[config.mk]
export PLATFORM = sky130hd
export DESIGN_NAME = bpc_ctrl
export DESIGN_NICKNAME = d
export VERILOG_FILES = /design/src/include/bpc_pkg.sv /design/src/verilog/bpc_ctrl.sv
export SDC_FILE = /design/constraint.sdc
export NUM_CORES = 1
export LEC_CHECK = 0
export ABC_AREA = 1
export BUFFER_PORTS_ARGS = -buffer_cell sky130_fd_sc_hd__buf_2
export CAP_MARGIN = 20
export CORE_MARGIN = 2
export CORE_UTILIZATION = 61
export DETAILED_ROUTE_END_ITERATION = 12
export GPL_TIMING_DRIVEN = 0
export PLACE_DENSITY = 0.8
export SYNTH_ARGS = -nofsm -noshare
export SYNTH_HDL_FRONTEND = slang
export SYNTH_SLANG_ARGS = --single-unit
[constraint.sdc]
create_clock -name sys_clk_in -period 2.8 [get_ports sys_clk_in]
set_input_delay 0.42 -clock sys_clk_in [delete_from_list [all_inputs] [get_ports sys_clk_in]]
set_output_delay 0.42 -clock sys_clk_in [all_outputs]
set_load 0.03 [all_outputs]
[src/include/bpc_pkg.sv]
// Package of constants and carrier types for the boost pulse control block.
package bpc_pkg;
  // ===========================================================================
  // Timing
  // ===========================================================================
  localparam int CLK_PERIOD_NS = 10;
  localparam int UP_MIN_NS = 1000;
  localparam int UP_MAX_NS = 60000;
  localparam int DOWN_MIN_NS = 140000;
  localparam int DOWN_MAX_NS = 240000;
  localparam int OFF_MIN_NS = 560000;
  localparam int TON_MAX_NS = 6000;
  localparam int TOFF_MIN_NS = 400;
  localparam int UP_MIN_CYC = (UP_MIN_NS + CLK_PERIOD_NS - 1) / CLK_PERIOD_NS;
  localparam int UP_MAX_CYC = UP_MAX_NS / CLK_PERIOD_NS;
  localparam int DOWN_MIN_CYC =
    (DOWN_MIN_NS + CLK_PERIOD_NS - 1) / CLK_PERIOD_NS;
  localparam int DOWN_MAX_CYC = DOWN_MAX_NS / CLK_PERIOD_NS;
  localparam int OFF_MIN_CYC =
    (OFF_MIN_NS + CLK_PERIOD_NS - 1) / CLK_PERIOD_NS;
  localparam int TON_MAX_CYC = TON_MAX_NS / CLK_PERIOD_NS;
  localparam int TOFF_MIN_CYC =
    (TOFF_MIN_NS + CLK_PERIOD_NS - 1) / CLK_PERIOD_NS;
  // ===========================================================================
  // Soft start and DAC
  // ===========================================================================
  localparam int SS_PHASE_CYCLES = 256;
  localparam int DAC_BITS = 6;
  localparam logic [5:0] DAC_CENTRE = 6'h1F;
  localparam logic [5:0] DAC_TOP = 6'h3F;
  localparam logic [1:0] ILIM_QUARTER = 2'h1;
  localparam logic [1:0] ILIM_HALF = 2'h2;
  localparam logic [1:0] ILIM_FULL = 2'h3;
  localparam logic [1:0] ILIM_NONE = 2'h0;

  typedef enum logic [1:0] {
    BPC_OFF, BPC_SOFT1, BPC_SOFT2, BPC_RUN
  } bpc_state_t;

  typedef struct packed {
    logic input_isolation_switch;
    logic main_power_switch;
    logic [1:0] ilim_sel;
  } bpc_power_t;
endpackage

[src/verilog/bpc_ctrl.sv]
// Pulse programmed control for a step-up converter.
`timescale 1ns/1ps
// Operation
// - Control pin going high during shutdown wakes device into soft start.
// - Current limit quarter for 256 switch cycles, then half for 256.
// - Control low for 560 us or longer shuts device down.
// - Input isolation switch stays open while shut down.
// - Low 1-60 us steps code up; 140-240 us steps code down.
// - DAC code is six bits, 64 values, zero lowest.
// - Every pin-triggered start loads DAC code with centre, 32nd step.
// - Code zero gives 0 V at DAC; top code gives reference.
// - Under undervoltage both switches stay open and device stays off.
// - Over temperature opens both switches; thermal shutdown.
// - Main switch on when feedback low, off at current limit.
// - Main switch on-time is cut off at about 6 us.
// - Off at least 400 ns and until feedback low again.
module bpc_ctrl #(
  parameter int OFF_CYC = bpc_pkg::OFF_MIN_CYC,
  parameter int DOWN_MAX = bpc_pkg::DOWN_MAX_CYC,
  parameter int DOWN_MIN = bpc_pkg::DOWN_MIN_CYC,
  parameter int UP_MAX = bpc_pkg::UP_MAX_CYC,
  parameter int UP_MIN = bpc_pkg::UP_MIN_CYC
) (
  // Clock and reset
  input wire logic sys_clk_in,
  input wire logic rst_n_in,
  // Host control pin
  input wire logic ctrl_pin_in,
  // Analog monitors
  input wire logic fb_below_ref_in,
  input wire logic ilim_reached_in,
  input wire logic uvlo_in,
  input wire logic over_temp_in,
  // Outputs
  output bpc_pkg::bpc_power_t power_out,
  output logic [5:0] dac_code_out,
  output logic device_on_out
);
  // ===========================================================================
  // Elaboration checks
  // ===========================================================================
  if (!(UP_MIN >= 1 && UP_MIN <= UP_MAX && UP_MAX < DOWN_MIN &&
        DOWN_MIN <= DOWN_MAX && DOWN_MAX < OFF_CYC && OFF_CYC < 2**20)) begin
    $error("bpc_ctrl: pulse width thresholds out of order");
  end

  // ===========================================================================
  // Control pin pulse measurement and operating state
  // ===========================================================================
  bpc_pkg::bpc_state_t state_r, state_nxt;
  logic ctrl_d_r, ctrl_d_nxt;
  logic [19:0] low_cnt_r, low_cnt_nxt;
  logic [5:0] dac_r, dac_nxt;
  logic [8:0] ss_cnt_r, ss_cnt_nxt;
  logic fault;
  logic sw_off_edge;

  assign fault = uvlo_in | over_temp_in;

  always_comb begin
    state_nxt = state_r;
    ctrl_d_nxt = ctrl_pin_in;
    low_cnt_nxt = low_cnt_r;
    dac_nxt = dac_r;
    ss_cnt_nxt = ss_cnt_r;
    if (!ctrl_pin_in && low_cnt_r != 20'(OFF_CYC)) begin
      low_cnt_nxt = low_cnt_r + 20'h1;
    end else if (ctrl_pin_in) begin
      low_cnt_nxt = 20'h0;
    end
    if (state_r != bpc_pkg::BPC_OFF && !ctrl_pin_in &&
        low_cnt_r == 20'(OFF_CYC - 1)) begin
      state_nxt = bpc_pkg::BPC_OFF;
    end else if (state_r == bpc_pkg::BPC_OFF) begin
      if (ctrl_pin_in && !ctrl_d_r && !fault) begin
        state_nxt = bpc_pkg::BPC_SOFT1;
        dac_nxt = bpc_pkg::DAC_CENTRE;
        ss_cnt_nxt = 9'h0;
      end
    end else if (ctrl_pin_in && !ctrl_d_r) begin
      // Pulse ended: classify its width; other widths are ignored.
      if (low_cnt_r >= 20'(UP_MIN) && low_cnt_r <= 20'(UP_MAX)) begin
        if (dac_r != bpc_pkg::DAC_TOP) begin
          dac_nxt = dac_r + 6'h1;
        end
      end else if (low_cnt_r >= 20'(DOWN_MIN) &&
                   low_cnt_r <= 20'(DOWN_MAX)) begin
        if (dac_r != 6'h0) begin
          dac_nxt = dac_r - 6'h1;
        end
      end
    end
    if (state_r == bpc_pkg::BPC_SOFT1 || state_r == bpc_pkg::BPC_SOFT2) begin
      if (sw_off_edge && state_nxt == state_r) begin
        ss_cnt_nxt = ss_cnt_r + 9'h1;
        if (ss_cnt_r == 9'(bpc_pkg::SS_PHASE_CYCLES - 1)) begin
          ss_cnt_nxt = 9'h0;
          state_nxt = (state_r == bpc_pkg::BPC_SOFT1) ?
                      bpc_pkg::BPC_SOFT2 : bpc_pkg::BPC_RUN;
        end
      end
    end
    if (fault) begin
      state_nxt = bpc_pkg::BPC_OFF;
    end
  end

  always_ff @(posedge sys_clk_in or negedge rst_n_in) begin
    if (!rst_n_in) begin
      state_r <= bpc_pkg::BPC_OFF;
      ctrl_d_r <= 1'b0;
      low_cnt_r <= 20'h0;
      dac_r <= bpc_pkg::DAC_CENTRE;
      ss_cnt_r <= 9'h0;
    end else begin
      state_r <= state_nxt;
      ctrl_d_r <= ctrl_d_nxt;
      low_cnt_r <= low_cnt_nxt;
      dac_r <= dac_nxt;
      ss_cnt_r <= ss_cnt_nxt;
    end
  end

  // ===========================================================================
  // Main switch on-time and off-time control
  // ===========================================================================
  logic sw_on_r, sw_on_nxt;
  logic [9:0] t_cnt_r, t_cnt_nxt;
  logic active;

  assign active = state_r != bpc_pkg::BPC_OFF && !fault;

  always_comb begin
    sw_on_nxt = sw_on_r;
    t_cnt_nxt = t_cnt_r;
    if (!active) begin
      sw_on_nxt = 1'b0;
      t_cnt_nxt = 10'h0;
    end else if (sw_on_r) begin
      t_cnt_nxt = t_cnt_r + 10'h1;
      if (ilim_reached_in ||
          t_cnt_r == 10'(bpc_pkg::TON_MAX_CYC - 1)) begin
        sw_on_nxt = 1'b0;
        t_cnt_nxt = 10'h0;
      end
    end else if (t_cnt_r < 10'(bpc_pkg::TOFF_MIN_CYC)) begin
      t_cnt_nxt = t_cnt_r + 10'h1;
    end else if (fb_below_ref_in) begin
      sw_on_nxt = 1'b1;
      t_cnt_nxt = 10'h0;
    end
  end

  always_ff @(posedge sys_clk_in or negedge rst_n_in) begin
    if (!rst_n_in) begin
      sw_on_r <= 1'b0;
      t_cnt_r <= 10'h0;
    end else begin
      sw_on_r <= sw_on_nxt;
      t_cnt_r <= t_cnt_nxt;
    end
  end

  assign sw_off_edge = sw_on_r && !sw_on_nxt;

  // ===========================================================================
  // Outputs
  // ===========================================================================
  // DAC output is code * Vref / 63; code zero is 0 V.
  assign dac_code_out = dac_r;
  assign device_on_out = state_r != bpc_pkg::BPC_OFF;
  logic [1:0] ilim_code;
  assign ilim_code =
    (state_r == bpc_pkg::BPC_SOFT1) ? bpc_pkg::ILIM_QUARTER :
    (state_r == bpc_pkg::BPC_SOFT2) ? bpc_pkg::ILIM_HALF :
    (state_r == bpc_pkg::BPC_RUN) ? bpc_pkg::ILIM_FULL : bpc_pkg::ILIM_NONE;
  // A fault opens both switches in the same cycle.
  assign power_out = '{input_isolation_switch: active,
                       main_power_switch: sw_on_r & ~fault,
                       ilim_sel: ilim_code};

  // ===========================================================================
  // Assertions
  // ===========================================================================
  a_off_isolates: assert property (
    @(posedge sys_clk_in) disable iff (!rst_n_in)
    !device_on_out |-> !power_out.input_isolation_switch)
    else $error("Input switch closed while off.");
  a_fault_opens: assert property (
    @(posedge sys_clk_in) disable iff (!rst_n_in)
    fault |-> (!power_out.input_isolation_switch &&
    !power_out.main_power_switch) ##1 (!sw_on_r && !device_on_out))
    else $error("Switch closed under fault.");
  a_start_centre: assert property (
    @(posedge sys_clk_in) disable iff (!rst_n_in)
    state_r == bpc_pkg::BPC_OFF && state_nxt == bpc_pkg::BPC_SOFT1
    |=> dac_code_out == bpc_pkg::DAC_CENTRE)
    else $error("Start did not load centre code.");
  a_long_low_off: assert property (
    @(posedge sys_clk_in) disable iff (!rst_n_in)
    !ctrl_pin_in && low_cnt_r == 20'(OFF_CYC - 1) |=> !device_on_out)
    else $error("Long low did not shut down.");
  a_code_step: assert property (
    @(posedge sys_clk_in) disable iff (!rst_n_in)
    device_on_out && $past(device_on_out) && dac_r != $past(dac_r) |->
    (dac_r == $past(dac_r) + 6'h1 || dac_r == $past(dac_r) - 6'h1))
    else $error("DAC code moved by more than one step.");
  a_no_wrap: assert property (
    @(posedge sys_clk_in) disable iff (!rst_n_in)
    state_r != bpc_pkg::BPC_OFF && state_nxt != bpc_pkg::BPC_OFF &&
    dac_r == bpc_pkg::DAC_TOP |=> dac_r != 6'h0)
    else $error("DAC code wrapped.");
  a_no_underflow: assert property (
    @(posedge sys_clk_in) disable iff (!rst_n_in)
    state_r != bpc_pkg::BPC_OFF && state_nxt != bpc_pkg::BPC_OFF &&
    dac_r == 6'h0 |=> dac_r != bpc_pkg::DAC_TOP)
    else $error("DAC code wrapped below zero.");
  a_ton_max: assert property (
    @(posedge sys_clk_in) disable iff (!rst_n_in)
    sw_on_r |-> t_cnt_r < 10'(bpc_pkg::TON_MAX_CYC))
    else $error("On-time exceeded limit.");
  a_ilim_off: assert property (
    @(posedge sys_clk_in) disable iff (!rst_n_in)
    sw_on_r && ilim_reached_in |=> !sw_on_r)
    else $error("Switch stayed on at current limit.");
  a_toff_min: assert property (
    @(posedge sys_clk_in) disable iff (!rst_n_in)
    $fell(sw_on_r) |-> !sw_on_r [*8])
    else $error("Off-time too short.");
  a_toff_count: assert property (
    @(posedge sys_clk_in) disable iff (!rst_n_in)
    $rose(sw_on_r) |-> $past(t_cnt_r) >= 10'(bpc_pkg::TOFF_MIN_CYC))
    else $error("Switch turned on before minimum off-time.");
  a_soft_order: assert property (
    @(posedge sys_clk_in) disable iff (!rst_n_in)
    state_r == bpc_pkg::BPC_SOFT2 |-> $past(state_r) != bpc_pkg::BPC_OFF &&
    $past(state_r) != bpc_pkg::BPC_RUN)
    else $error("Half limit phase entered out of order.");
  a_odd_pulse: assert property (
    @(posedge sys_clk_in) disable iff (!rst_n_in)
    device_on_out && ctrl_pin_in && !ctrl_d_r && low_cnt_r > 20'(UP_MAX) &&
    low_cnt_r < 20'(DOWN_MIN) |=> dac_r == $past(dac_r))
    else $error("Out of range pulse changed code.");
endmodule // bpc_ctrl

==> results.sh, run 1 <==
export IMPL_status="complete, no violations"
export IMPL_die_y_um=76.8
export IMPL_setup_viol=0
export IMPL_place_congestion=0.943
export IMPL_drtIter0Drc=192
export IMPL_cts_root_buffer="clkbuf_8"
export IMPL_crit_type="flop to flop"
export IMPL_drive_gt1_share_pct=16.3
export IMPL_clkTransAtPathRegs_ns=0.10
export IMPL_wirelength_mm=6.73
export IMPL_numCtsBuffers=5
export IMPL_worst_path_most_repeated_cell="nand2_1"
export IMPL_syn_cell_area_um2=3240
export IMPL_synth_top_cells_by_count="nand2_1, nor2_1, inv_1, dfrtp_1, nand3_1"
export IMPL_seqCellArea_um2=1230
export IMPL_met3_usage_pct=4.12
export IMPL_crit_slowest_cell="dfrtp_1"
export IMPL_dpl_hpwl_mm=5.00
export IMPL_period_needed_ns=2.47
export IMPL_clkPwrFrac_pct=30.8
export IMPL_tightest_slew_ns=0.427
export IMPL_grt_remaining_overflow=0
export IMPL_cts_htree_levels=2
export IMPL_rrSetupSlack_ns=0.33
export IMPL_dp_cells=521
export IMPL_grt_max_degree=50
export IMPL_maxSlewViolCount=0
export IMPL_die_x_um=76.8
export IMPL_cts_tree="built"
export IMPL_fillers=446
export IMPL_via_per_inst=5.34
export IMPL_post_cts_buffers=0
export IMPL_use_met2_pct=41.5
export IMPL_cts_sinks=49
export IMPL_grt_setup_unrepaired="no"
export IMPL_max_stage_delay_ns=0.39
export IMPL_routedWlPerCell_um=12.7
export IMPL_multiInputGateArea_um2=1730
export IMPL_final_cells=530
export IMPL_vias=2832
export IMPL_start_util_pct=63.4
export IMPL_core_region_area_um2=5110
export IMPL_syn_area_per_cell_um2=7.46
export IMPL_layout_nets=479
export IMPL_drc=0
export IMPL_power_internal_uw=1000
export IMPL_hold_viol=0
export IMPL_track_usage_pct=25.2
export IMPL_p_total_uw=1430
export IMPL_first_pass_iters=5
export IMPL_crit_required_ns=3.05
export IMPL_crit_chain="inv_1 -> ha_1 -> nand3_1 -> nand2_1 -> nand2_1 -> nand2_1 -> nand3_2 -> ha_1 -> a21oi_1 -> nand2_1 -> a21oi_1 -> o21bai_1 -> nand2_1 -> nand2_1 -> nor2_1 -> nand2_1 -> nand2_1"
export IMPL_seqPwrFrac_pct=54.0
export IMPL_grt_pass1_wl_mm=12.3
export IMPL_synth_top_area_share_pct=34.0
export IMPL_utilization_pct=69.0
export IMPL_ys_warn_count=0
export IMPL_p_per_area_nw_per_um2=407
export IMPL_ys_types=43
export IMPL_p_leak_uw=0.00173
export IMPL_clk_latency_ns=0.31
export IMPL_fin_skew_ns=0.0143
export IMPL_peakVddDrop_mv=0.295
export IMPL_cap_violations=0
export IMPL_yosys_top_cells_area="dfrtp_1, nand2_1, nor2_1"
export IMPL_holdBufCountCts=0
export IMPL_critPathMaxFanout=7
export IMPL_switchingPower_uw=432
export IMPL_ys_flop_type="dfrtp_1"
export IMPL_area_growth_pct=8.86
export IMPL_synth_top_area_cell="dfrtp_1"
export IMPL_hold_class="primary input to asynchronous set/reset pin"
export IMPL_synth_async_reset_ratio_pct=100
export IMPL_max_freq_mhz=405
export IMPL_seq_area_frac_synth_pct=38.1
export IMPL_synth_fp_nets=454
export IMPL_grt_pass1_vias=2762
export IMPL_crit_path_end_kind="flop"
export IMPL_p_comb_share_pct=15.2
export IMPL_ant_nets=0
export IMPL_portBuffers=17
export IMPL_ys_seq_elements=49
export IMPL_worstSetupStartpointType="flop"
export IMPL_die_area_um2=5900
export IMPL_cts_max_path_buffers=2
export IMPL_rows=26
export IMPL_io_pins=18
export IMPL_power_switching_share_pct=30.2
export IMPL_antenna_found_initial=0
export IMPL_yosysMostFrequentCell="nand2_1"
export IMPL_netlist_instances=434
export IMPL_slew_headroom_pct=71.3
export IMPL_post_cts_resize_count=0
export IMPL_tns_ns=0
export IMPL_critical_path_arrival_ns=2.72
export IMPL_timing_final_crit_share_pct=88.2
export IMPL_whs_ns=0.0229
export IMPL_synth_edf_count=0
export IMPL_antenna_cells=0
export IMPL_grtUsageMet1_pct=34.3
export IMPL_grt_busiest_layer="met2"
power groups by stage:
| stage | combinational, µW | sequential (µW) | clock, µW |
|---|---|---|---|
| finish | 218 | 775 | 441 |
| global route | 247 | 779 | 481 |
| CTS | 215 | 774 | 452 |
| detailed placement | 215 | 787 | 0 |
| global placement | 204 | 787 | 0 |
| floorplan | 119 | 815 | 0 |
routing by layer:
| metal | share of wire (%) | vias up |
|---|---|---|
| li1 | - | 1436 |
| met1 | 47 | 1318 |
| met2 | 48 | 66 |
| met3 | 4.4 | 12 |
| met4 | 1.4 | 0 |
| met5 | 0 | - |
cells by family (layout without fill, tap and decap cells):
kind of cell,count (synthesis),in the layout,synth area share (%)
compound gates,41,41,7.73
simple gates,250,250,36.3
fa+ha+maj,13,13,5.26
flops,49,49,38.1
xor+xnor,14,14,3.79
buf+inv,66,92,8.51
mux,1,1,0.348
critical path, delay by kind of cell (launching register included):
| family | cells | cell delay [ns] |
|---|---|---|
| flip-flops | 1 | 0.39 |
| AND/OR/NAND/NOR | 11 | 0.96 |
| AO/OA/AOI/OAI | 3 | 0.37 |
| buffers and inverters | 1 | 0.14 |
| adder cells (fa/ha/maj) | 2 | 0.55 |
layout make-up:
| class | instances | share of cell area (%) |
|---|---|---|
| Multi-Input combinational cell | 319 | 49.1 |
| Inverter | 61 | 6.71 |
| Timing Repair Buffer | 18 | 2.98 |
| Clock inverter | 3 | 0.710 |
| Buffer | 5 | 1.10 |
| Tap cell | 70 | 2.49 |
| Sequential cell | 49 | 35.0 |
| Clock buffer | 5 | 1.95 |
sequential cells by signal (all words and copies together) (netlist names):
register      count
dac_code_out      6
state_r           2
ctrl_d_r          1
t_cnt_r          10
low_cnt_r        20
ss_cnt_r          9
sw_on_r           1
worst paths after layout:
kind,startpoint,endpoint,cells past startpoint
min in group sys_clk_in,ctrl_pin_in,ctrl_d_r,1
max in group asynchronous,rst_n_in,dac_code_out[2],2
setup / recovery,low_cnt_r[0],dac_code_out[5],17
hold / removal,rst_n_in,low_cnt_r[16],1
setup reg to reg,low_cnt_r[0],dac_code_out[5],17
hold reg to reg,ss_cnt_r[1],ss_cnt_r[1],2
stage by stage:
| stage | worst slack [ns] | cell area, µm² |
|---|---|---|
| 6_report | 0.331 | 3520 |
| 5_1_grt | 0.0258 | 3520 |
| 4_1_cts | 0.335 | 3500 |
| 3_5_place_dp | 0.375 | 3410 |
| 3_3_place_gp | 0.421 | 3410 |
| 2_1_floorplan | 0.661 | 3240 |
placed cells by master, fill, tap and decap left out, drive strengths merged, types with 2 or more instances in the layout:
cell    synthesis  routed
nor2           71      71
clkinv          1       2
inv            60      61
o21ai           8       8
xnor2           3       3
buf             5      23
nor3           13      13
dfstp           5       5
o22ai           2       2
a211oi          4       4
clkbuf          0       5
o21bai          2       2
dfrtp          44      44
a21oi          20      20
nand4           7       7
or2             5       5
ha             12      12
nor4            3       3
xor2           11      11
nand2         113     113
nand3          36      36
No activity file was read; power rests on OpenSTA's default activity.
==> run 2, diff against run 1 <==
--- a/config.mk
+++ b/config.mk
@@ -13,6 +13,7 @@
 export DETAILED_ROUTE_END_ITERATION = 12
 export GPL_TIMING_DRIVEN = 0
 export PLACE_DENSITY = 0.8
+export RECOVER_POWER = 100
 export SYNTH_ARGS = -nofsm -noshare
 export SYNTH_HDL_FRONTEND = slang
 export SYNTH_SLANG_ARGS = --single-unit
==> results.sh, run 2 (synthesis gave the netlist of run 1 again) <==
export IMPL_drc=0
export IMPL_hold_class="primary input to asynchronous set/reset pin"
export IMPL_grtUsageMet1_pct=34.3
export IMPL_max_freq_mhz=400
export IMPL_grt_busiest_layer="met2"
export IMPL_grt_remaining_overflow=0
export IMPL_top_register="low_cnt_r"
export IMPL_clk_latency_ns=0.31
export IMPL_critical_path_arrival_ns=2.08
export IMPL_grt_pass1_vias=2762
export IMPL_drtIter0Drc=217
export IMPL_cts_tree="built"
export IMPL_largest_reg_flops=20
export IMPL_period_needed_ns=2.50
export IMPL_numCtsBuffers=5
export IMPL_drive_gt1_share_pct=11.3
export IMPL_die_y_um=76.8
export IMPL_slew_headroom_pct=0.935
export IMPL_fin_skew_ns=0.0141
export IMPL_vias=2852
export IMPL_area_growth_pct=6.23
export IMPL_tightest_slew_ns=1.49
export IMPL_cts_max_path_buffers=2
export IMPL_layout_common_cells="nand2_1, nor2_1, inv_1, dfrtp_1, nand3_1"
export IMPL_layout_nets=479
export IMPL_portBuffers=17
export IMPL_clkTransAtPathRegs_ns=0.10
export IMPL_via_per_inst=5.38
export IMPL_rrSetupSlack_ns=0.37
export IMPL_top_regs="low_cnt_r x20, t_cnt_r x10, ss_cnt_r x9"
export IMPL_io_pins=18
export IMPL_crit_path_end_kind="output pin"
export IMPL_cts_sinks=49
export IMPL_tns_ns=0
export IMPL_cts_root_buffer="clkbuf_8"
export IMPL_p_per_area_nw_per_um2=414
export IMPL_critPathMaxFanout=9
export IMPL_dp_cells=521
export IMPL_antenna_found_initial=0
export IMPL_peakVddDrop_mv=0.296
export IMPL_grt_max_degree=50
export IMPL_holdBufCountCts=0
export IMPL_core_region_area_um2=5110
export IMPL_dpl_worst_slack_ns=0.375
export IMPL_setup_ws_ns=0.303
export IMPL_status="complete, no violations"
export IMPL_worstSetupStartpointType="flop"
export IMPL_ant_nets=0
export IMPL_hold_viol=0
export IMPL_antenna_cells=0
export IMPL_crit_required_ns=2.38
export IMPL_die_area_um2=5900
export IMPL_die_x_um=76.8
export IMPL_routedWlPerCell_um=12.8
export IMPL_wirelength_mm=6.78
export IMPL_first_pass_iters=5
export IMPL_met3_usage_pct=4.12
export IMPL_rows=26
export IMPL_post_cts_resize_count=0
export IMPL_grt_pass1_wl_mm=12.3
export IMPL_place_congestion=0.943
export IMPL_maxSlewViolCount=0
export IMPL_setup_viol=0
export IMPL_grt_setup_unrepaired="no"
export IMPL_cap_violations=0
export IMPL_cts_htree_levels=2
export IMPL_post_cts_buffers=0
export IMPL_final_common_cell="nand2_1"
export IMPL_start_util_pct=63.4
export IMPL_use_met2_pct=41.5
export IMPL_p_leak_uw=0.00166
export IMPL_dpl_hpwl_mm=5.00
export IMPL_track_usage_pct=25.2
export IMPL_crit_type="flop to output pin"
export IMPL_final_cells=530
export IMPL_whs_ns=0.187
export IMPL_timing_final_crit_share_pct=89.2
==> run 2: path summary, 6_finish.rpt <==
path                                   start         endpoint  cells past startpoint
worst max-delay path              state_r[0]     power_out[3]                      7
worst min-delay path                rst_n_in    low_cnt_r[16]                      1
worst max register to register  low_cnt_r[0]  dac_code_out[5]                     17
worst min register to register   ss_cnt_r[1]      ss_cnt_r[1]                      2
max in group asynchronous           rst_n_in      ss_cnt_r[1]                      2
min in group sys_clk_in          ctrl_pin_in         ctrl_d_r                      1
==> run 2: layout make-up <==
| type | instances | area, µm² |
|---|---|---|
| plain buffers | 5 | 38.8 |
| clock buffers | 5 | 68.8 |
| clock inverters | 3 | 25.0 |
| fillers | 467 | 1670 |
| inverters | 61 | 233 |
| multi-input cells | 319 | 1670 |
| flip-flops and latches | 49 | 1230 |
| well taps | 70 | 87.6 |
| repair buffers | 18 | 83.8 |
==> run 2: per-layer routing <==
| layer | up-vias | routed length [µm] |
|---|---|---|
| li1 | 1430 | - |
| met1 | 1328 | 3040 |
| met2 | 85 | 3270 |
| met3 | 9 | 399 |
| met4 | 0 | 72 |
| met5 | - | 0 |
==> run 2: power breakdown <==
part / internal [µW] / total, µW / switching (µW)
registers: 741 / 774 / 32.3
clock network: 181 / 441 / 260
logic: 70.8 / 207 / 137
==> run 2: critical path: stages, from the launching register on <==
cell and delay, ns:
dfrtp_1 0.42, inv_1 0.10, ha_1 0.23, inv_1 0.32
nand2_1 0.12, inv_1 0.15, buf_4 0.13, clkbuf_1 0.30
==> run 2: metrics by stage <==
stage	power, µW	instance area [µm²]	util (%)
after floorplan	934	3240	-
after global placement	991	3410	66.7
after detailed placement	1000	3410	66.7
after CTS	1440	3500	68.6
after global routing	1500	3440	67.3
final	1420	3440	67.3
